[src/core/lamp_pulse_consts.svh]
`ifndef LAMP_PULSE_CONSTS_SVH
`define LAMP_PULSE_CONSTS_SVH

// ----------------------------------------------------------------
// Register indices (byte address is four times the index)
// ----------------------------------------------------------------
`define FREQ_SEL_IDX      8'h18
`define DUTY_CTRL_IDX     8'h19

// ----------------------------------------------------------------
// Field positions
// ----------------------------------------------------------------
`define PUMP_FREQ_LSB     0
`define CHARGE_FREQ_LSB   3
`define PUMP_DUTY_LSB     0
`define CHARGE_DUTY_LSB   3

// ----------------------------------------------------------------
// Reset values
// ----------------------------------------------------------------
// Pump tap 010 (fast/256), charge tap 10 (512 Hz)
`define FREQ_SEL_RST      8'h12
// Pump duty 110 (7/8), charge duty 000 (1/8)
`define DUTY_CTRL_RST     8'h06

// ----------------------------------------------------------------
// Divider chain figures
// ----------------------------------------------------------------
// Code 000 gives fast/1024, i.e. a 2^10 period
`define PUMP_LOG2_BASE    4'hA
// Charge code 00 gives slow/256, i.e. a 2^8 period
`define CHARGE_LOG2_BASE  4'h8
`define FAST_CHAIN_W      10
`define SLOW_CHAIN_W      8

`endif

[src/core/lamp_pulse_pkg.sv]
package lamp_pulse_pkg;

    typedef struct packed {
        logic [7:0] freq_sel;
        logic [7:0] duty_ctrl;
    } lamp_regs_t;

    typedef struct packed {
        lamp_regs_t  regs;
        logic        ack;
        logic [31:0] rdat;
        logic [9:0]  fast_cnt;
        logic [2:0]  slow_sync;
        logic        slow_level;
        logic [7:0]  slow_cnt;
        logic        pump;
        logic        charge;
    } lamp_state_t;

endpackage

[src/core/lamp_duty_gen.sv]
`timescale 1ns/1ps
`default_nettype none

// Duty slicer: the top three bits of the active period window give
// the current eighth; the output is high while that eighth is not
// above the duty code, so code 111 is high throughout.
module lamp_duty_gen #(
    parameter int W = 10
) (
    input  wire logic [W-1:0] i_cnt,
    input  wire logic [3:0]   i_log2,
    input  wire logic [2:0]   i_duty,
    output logic              o_high
);

    logic [W-1:0] shifted;
    logic [2:0]   eighth;

    always_comb begin
        shifted = i_cnt >> (i_log2 - 4'h3);
        eighth  = shifted[2:0];
        o_high  = (eighth <= i_duty);
    end

endmodule

`default_nettype wire

[src/core/lamp_pump_pulse_control.sv]
// Implementation choice: the Wishbone slave port.
`timescale 1ns/1ps
`default_nettype none

`include "lamp_pulse_consts.svh"

module lamp_pump_pulse_control (
    input  wire logic        i_clk,
    input  wire logic        i_sys_rst,
    input  wire logic        i_slow_clock_32k,
    input  wire logic        i_wb_cyc,
    input  wire logic        i_wb_stb,
    input  wire logic        i_wb_we,
    input  wire logic [9:0]  i_wb_adr,
    input  wire logic [3:0]  i_wb_sel,
    input  wire logic [31:0] i_wb_dat,
    output logic [31:0]      o_wb_dat,
    output logic             o_wb_ack,
    output logic             o_lamp_pump_pulse,
    output logic             o_lamp_charge_clock
);

    // ------------------------------------------------------------
    // Address decode
    // ------------------------------------------------------------
    localparam logic [9:0] FREQ_ADR = {`FREQ_SEL_IDX, 2'b00};
    localparam logic [9:0] DUTY_ADR = {`DUTY_CTRL_IDX, 2'b00};

    // Both registers share one byte lane; a hit code of 00 means the
    // address is unmapped and the access is still acknowledged.
    function automatic logic [1:0] decode(input logic [9:0] adr);
        logic [1:0] hit;
        hit = 2'b00;
        if (adr == FREQ_ADR) begin
            hit = 2'b01;
        end else if (adr == DUTY_ADR) begin
            hit = 2'b10;
        end
        return hit;
    endfunction

    // ------------------------------------------------------------
    // Read-back
    // ------------------------------------------------------------
    // Upper bytes always read zero so software may mask nothing.
    function automatic logic [31:0] readback(
        input logic [1:0]                 sel_hit,
        input lamp_pulse_pkg::lamp_regs_t regs
    );
        logic [31:0] val;
        val = 32'h0000_0000;
        if (sel_hit == 2'b01) begin
            val = {24'h00_0000, regs.freq_sel};
        end else if (sel_hit == 2'b10) begin
            val = {24'h00_0000, regs.duty_ctrl};
        end
        return val;
    endfunction

    // ------------------------------------------------------------
    // Reset state
    // ------------------------------------------------------------
    // Constants only: the asynchronous branch must not sample
    // anything that moves while reset is asserted.
    localparam lamp_pulse_pkg::lamp_regs_t RST_REGS = '{
        freq_sel  : `FREQ_SEL_RST,
        duty_ctrl : `DUTY_CTRL_RST
    };

    localparam lamp_pulse_pkg::lamp_state_t RST_STATE = '{
        regs       : RST_REGS,
        ack        : 1'b0,
        rdat       : 32'h0000_0000,
        fast_cnt   : 10'h000,
        slow_sync  : 3'h0,
        slow_level : 1'b0,
        slow_cnt   : 8'h00,
        pump       : 1'b0,
        charge     : 1'b0
    };

    // ------------------------------------------------------------
    // State
    // ------------------------------------------------------------
    lamp_pulse_pkg::lamp_state_t s_q;
    lamp_pulse_pkg::lamp_state_t s_d;

    logic [1:0] hit;
    logic       req;
    logic       wr_lane;
    logic [2:0] pump_tap;
    logic [1:0] charge_tap;
    logic [2:0] pump_duty;
    logic [2:0] charge_duty;
    logic [3:0] pump_log2;
    logic [3:0] charge_log2;
    logic       pump_hi;
    logic       charge_hi;
    logic       slow_agree;
    logic       slow_rise;

    // ------------------------------------------------------------
    // Field extraction
    // ------------------------------------------------------------
    always_comb begin
        pump_tap    = s_q.regs.freq_sel[`PUMP_FREQ_LSB +: 3];
        charge_tap  = s_q.regs.freq_sel[`CHARGE_FREQ_LSB +: 2];
        pump_duty   = s_q.regs.duty_ctrl[`PUMP_DUTY_LSB +: 3];
        charge_duty = s_q.regs.duty_ctrl[`CHARGE_DUTY_LSB +: 3];
        // Each step up in code halves the divisor
        pump_log2   = `PUMP_LOG2_BASE - {1'b0, pump_tap};
        charge_log2 = `CHARGE_LOG2_BASE - {2'b00, charge_tap};
    end

    // ------------------------------------------------------------
    // Duty slicers
    // ------------------------------------------------------------
    lamp_duty_gen #(
        .W (`FAST_CHAIN_W)
    ) u_pump_duty (
        .i_cnt  (s_q.fast_cnt),
        .i_log2 (pump_log2),
        .i_duty (pump_duty),
        .o_high (pump_hi)
    );

    lamp_duty_gen #(
        .W (`SLOW_CHAIN_W)
    ) u_charge_duty (
        .i_cnt  (s_q.slow_cnt),
        .i_log2 (charge_log2),
        .i_duty (charge_duty),
        .o_high (charge_hi)
    );

    // ------------------------------------------------------------
    // Next state
    // ------------------------------------------------------------
    always_comb begin
        s_d = s_q;
        hit = decode(i_wb_adr);
        req = i_wb_cyc && i_wb_stb && !s_q.ack;
        wr_lane = i_wb_we && i_wb_sel[0];

        // Bus slave: one wait state, ack for a single cycle.
        // Unmapped addresses are acknowledged and read as zero.
        s_d.ack  = req;
        s_d.rdat = 32'h0000_0000;
        if (req) begin
            s_d.rdat = readback(hit, s_q.regs);
            if (hit == 2'b01) begin
                if (wr_lane) begin
                    s_d.regs.freq_sel = i_wb_dat[7:0];
                end
            end else if (hit == 2'b10) begin
                if (wr_lane) begin
                    s_d.regs.duty_ctrl = i_wb_dat[7:0];
                end
            end
        end

        // Fast chain runs on every system clock. A tap change does
        // not restart the chain, so the first period after it may be
        // short; the lamp stage tolerates this, a reset was not worth it.
        s_d.fast_cnt = s_q.fast_cnt + 10'h001;

        // Slow pin: three stages, a change counts once the second
        // and third agree, which rejects one-cycle glitches.
        s_d.slow_sync = {s_q.slow_sync[1:0], i_slow_clock_32k};
        slow_agree = (s_q.slow_sync[1] == s_q.slow_sync[2]);
        slow_rise  = slow_agree && s_q.slow_sync[2] && !s_q.slow_level;
        if (slow_agree) begin
            s_d.slow_level = s_q.slow_sync[2];
        end
        if (slow_rise) begin
            s_d.slow_cnt = s_q.slow_cnt + 8'h01;
        end

        // Outputs registered so they never glitch on tap changes
        s_d.pump   = pump_hi;
        s_d.charge = charge_hi;
    end

    // ------------------------------------------------------------
    // Registers
    // ------------------------------------------------------------
    always_ff @(posedge i_clk or posedge i_sys_rst) begin
        if (i_sys_rst) begin
            s_q <= RST_STATE;
        end else begin
            s_q <= s_d;
        end
    end

    // ------------------------------------------------------------
    // Outputs
    // ------------------------------------------------------------
    always_comb begin
        o_wb_dat            = s_q.rdat;
        o_wb_ack            = s_q.ack;
        o_lamp_pump_pulse   = s_q.pump;
        o_lamp_charge_clock = s_q.charge;
    end

endmodule

`default_nettype wire

[config.mk]
export PLATFORM = sky130hd
export DESIGN_NAME = lamp_pump_pulse_control
export DESIGN_NICKNAME = d
export VERILOG_FILES = /design/src/core/lamp_pulse_pkg.sv /design/src/core/lamp_duty_gen.sv /design/src/core/lamp_pump_pulse_control.sv
export VERILOG_INCLUDE_DIRS = /design/src /design/src/core
export SDC_FILE = /design/constraint.sdc
export NUM_CORES = 1
export LEC_CHECK = 0
export ABC_AREA = 1
export BUFFER_PORTS_ARGS = -buffer_cell sky130_fd_sc_hd__buf_2
export CORE_ASPECT_RATIO = 0.6
export CORE_UTILIZATION = 48
export DETAILED_ROUTE_END_ITERATION = 8
export GPL_ROUTABILITY_DRIVEN = 0
export PLACE_DENSITY_LB_ADDON = 0.15
export SETUP_SLACK_MARGIN = 0.5
export SLEW_MARGIN = 20
export SYNTH_ARGS = -nofsm -noshare
export SYNTH_HDL_FRONTEND = slang
export SYNTH_HIERARCHICAL = 1
export SYNTH_SLANG_ARGS = --single-unit
[constraint.sdc]
create_clock -name i_clk -period 2.2 [get_ports i_clk]
set_input_delay 0.22 -clock i_clk [delete_from_list [all_inputs] [get_ports i_clk]]
set_output_delay 0.22 -clock i_clk [all_outputs]
set_load 0.02 [all_outputs]
==> key figures <==
Die
  – Row count: 22
  – Placeable core region: around 6400 µm²
  – Die outline height: 66.0 µm
  – Number of top-level pins: 87
  – Overall die width: 109 µm
  – Initial cell density of the core: between 50% and 60%
  – Die area: around 7000 µm²

Critical path
  – Arrival time of the worst setup path: between 2000 and 2500 ps
  – Startpoint Class: register
  – Max Fanout on Critical Path: 6
  – Worst Reg2Reg Path Length in Cells: 12
  – Element type at the critical path end: register
  – Worst Path Class, Setup: register to register
  – Critical path data required time: ~2400 ps

Route
  – Via count: ~2700
  – Wire length per cell: approximately 13 µm
  – Number of design-rule violations left by the first detailed-router iteration: about 170
  – Total wire length: 6.75 mm
  – Routed vias/inst: approximately 5
  – Post-route ant nets: 0
  – DRT Pass-1 Iters: 4
  – DRC violation count after routing: 0

Clock tree
  – TritonCTS buffer count: 5
  – Clock root buffer master: clkbuf_16
  – CTS max path bufs: 2
  – CTS clk-pin slew, worst paths: 70 ps
  – TritonCTS clock tree: built
  – Clock latency at the later pin of the worst-skew pair: 290 ps
  – H-tree depth: 2
  – Clock Sinks: 49

Layout
  – Top library cells by usage in the layout, fill and taps aside: nand2_1, dfrtp_1, inv_1, nand3_1, buf_2
  – Number of inserted diodes: 0
  – Share of post-route cells with drive strength above 1: 24.8%
  – Count of filler cells inserted in the layout: 577
  – Most common cell after layout, fill and taps aside: nand2_1
  – Number of nets in the layout: slightly above 500
  – Layout overhead on the synthesized area: 14.2%

Global routing
  – Remaining Overflow, GRT: 0
  – Number of global-route vias before repair: 2375
  – GRT Overall Usage: between 20% and 30%
  – Wire length of the first global-routing pass: around 11 mm
  – Largest net degree at the start of global routing: 50
  – Initial antenna violation count: 0

Synthesis
  – Number of synthesized register bits: around 50
  – Compound-gate portion of the synthesized area: approximately 5.5%
  – Arithmetic-cell share of the synthesized area counting full adders, half adders and majority gates: between 4 and 5%
  – Distinct cell type count after synthesis: 31
  – Gate Count Post-Synth: between 400 and 500
  – Xor and xnor area share after synthesis: around 4.5%
  – Post-Synthesis Mean Instance Area: between 7 and 8 µm²
  – Main combinational cell family by area after synthesis: simple AND/OR/NAND/NOR gates
  – YS warnings: 6
  – Area of the mapped netlist: between 3000 and 4000 µm²
  – Mux share of post-synthesis cell area: 0%
  – Post-synthesis share of cell area spent on and, or, nand and nor gates: 32.0%
  – Post-synthesis sequential area ratio: between 30% and 40%

Power and ir drop
  – Reported leakage power: between 1.5 and 2 nW
  – Total power after layout: ~2.3 mW
  – Power density over the cells: 604 nW/µm²
  – Worst voltage drop across the vdd grid: around 0.00045 V

Job
  – MaxCap Viol Count: 0

Placement
  – Count of buffers from port buffering: 35
  – Detail Placement HPWL: a little under 5 mm

Worst hold path
  – Worst hold path class: primary input to register
  – Cells on Worst Hold Path: 1

STA
  – Number of hold-slack violations in the final timing report: 0
  – Max Transition Viols Final: 0
  – Clk_skew: 4.90 ps
  – Fraction of the cycle the final worst path needs: 98.0%
  – Number of endpoints failing setup at the final stage: 0
  – Worst Hold Slack: slightly below 40 ps
  – Setup repair after global routing missed its margin: true
  – Highest Clock Rate: 0.464 GHz
  – Shortest period the worst path allows: between 2000 and 2500 ps

Outcome
  – Run status: complete, no violations
## flip-flops by register name (all words and copies together), names as in the netlist
register,cells
pump_tap,3
o_lamp_pump_pulse,1
charge_duty,3
o_wb_dat,8
s_d,2
pump_duty,3
s_q,25
charge_tap,2
o_lamp_charge_clock,1
o_wb_ack,1
## layout make-up
| cell class | instances | area (µm²) | share of cell area [%] |
|---|---|---|---|
| Tap cell | 84 | 105 | 2.81 |
| Inverter | 53 | 209 | 5.58 |
| Multi-Input combinational cell | 292 | 1740 | 46.3 |
| Clock inverter | 3 | 65.1 | 1.74 |
| Timing Repair Buffer | 46 | 273 | 7.28 |
| Clock buffer | 5 | 125 | 3.34 |
| Sequential cell | 49 | 1230 | 32.9 |
## report_power, final
part / switching, mW / internal (mW)
sequential: 0.0649 / 0.946
combinational: 0.183 / 0.0897
clock: 0.328 / 0.649
## final timing paths
check	start	end	slack (ps)
max	charge_tap[1]	o_lamp_charge_clock	40
min	i_slow_clock_32k	s_d[12]	40
max reg2reg	charge_tap[1]	o_lamp_charge_clock	40
min reg2reg	s_d[12]	s_d[13]	350
max in group asynchronous	i_sys_rst	charge_tap[1]	1410
min in group asynchronous	i_sys_rst	s_d[13]	520
## worst max-delay path: stages, from the launching register on
cell and delay [ps]:
dfstp_2 550, inv_2 40, ha_4 250, ha_4 310, inv_4 50, nand2_1 60
nand3_1 70, nand2_1 80, nor2_1 50, ha_1 300, nand2_1 70, o21ai_1 130
nand2_1 80
## Yosys cell counts
master | count | area share [%]
dfrtp_1 | 45 | 34
or2_1 | 1 | 0.19
dfstp_2 | 4 | 3.2
o21ai_0 | 5 | 0.76
nor2_4 | 5 | 1.7
and2_1 | 1 | 0.19
nor2_8 | 1 | 0.61
nand2_4 | 3 | 1.0
o21ai_1 | 2 | 0.31
nor3_1 | 1 | 0.15
nor2_2 | 1 | 0.19
nand4_1 | 24 | 4.6
nand3b_4 | 1 | 0.61
xor2_2 | 1 | 0.50
nand2_2 | 6 | 1.1
nand3_4 | 2 | 1.1
a21oi_1 | 15 | 2.3
xor2_1 | 11 | 2.9
o21ai_2 | 8 | 2.1
buf_6 | 3 | 1.0
ha_1 | 13 | 5.0
inv_1 | 49 | 5.6
nand3_1 | 39 | 6.0
xnor2_1 | 4 | 1.1
nor2_1 | 10 | 1.1
buf_2 | 3 | 0.46
nand2_1 | 112 | 13
conb_1 | 1 | 0.11
nor3_2 | 2 | 0.61
inv_2 | 4 | 0.46
buf_4 | 34 | 7.8
## repair_timing
item	in CTS	in global routing
buffers inserted	4	1
setup endpoints to repair	2	2
hold buffers	1	0
gates cloned	0	0
pin swaps	16	6
resized for setup	6	6
hold endpoints to repair	45	0
## cells by family (layout without fill, tap and decap cells)
kind of cell,after synthesis,in the layout
AO/OA/AOI/OAI,30,30
XOR/XNOR,16,16
adder cells (fa/ha/maj),13,13
buffers and inverters,93,107
flip-flops,49,49
other,1,24
AND/OR/NAND/NOR,209,209
## metrics by stage
step	instances	setup TNS [ps]	utilization, %	setup WS (ps)	area, µm²
2_1_floorplan	434	0	-	126	3430
3_3_place_gp	518	0	54.3	78.0	3450
3_5_place_dp	518	0	54.3	38.1	3450
4_1_cts	531	0	58.3	70.8	3710
5_1_grt	532	-62.5	58.9	-35.0	3740
6_report	532	0	58.9	43.1	3740
## metal layers
metal	GRT usage, %	part of all wire, %	vias up
met5	0	0	-
met4	5.57	0.52	0
met3	4.24	6.8	2
met2	30.1	41	89
met1	31.4	52	1227
li1	-	-	1336
Power figures use the tool's default switching activity.
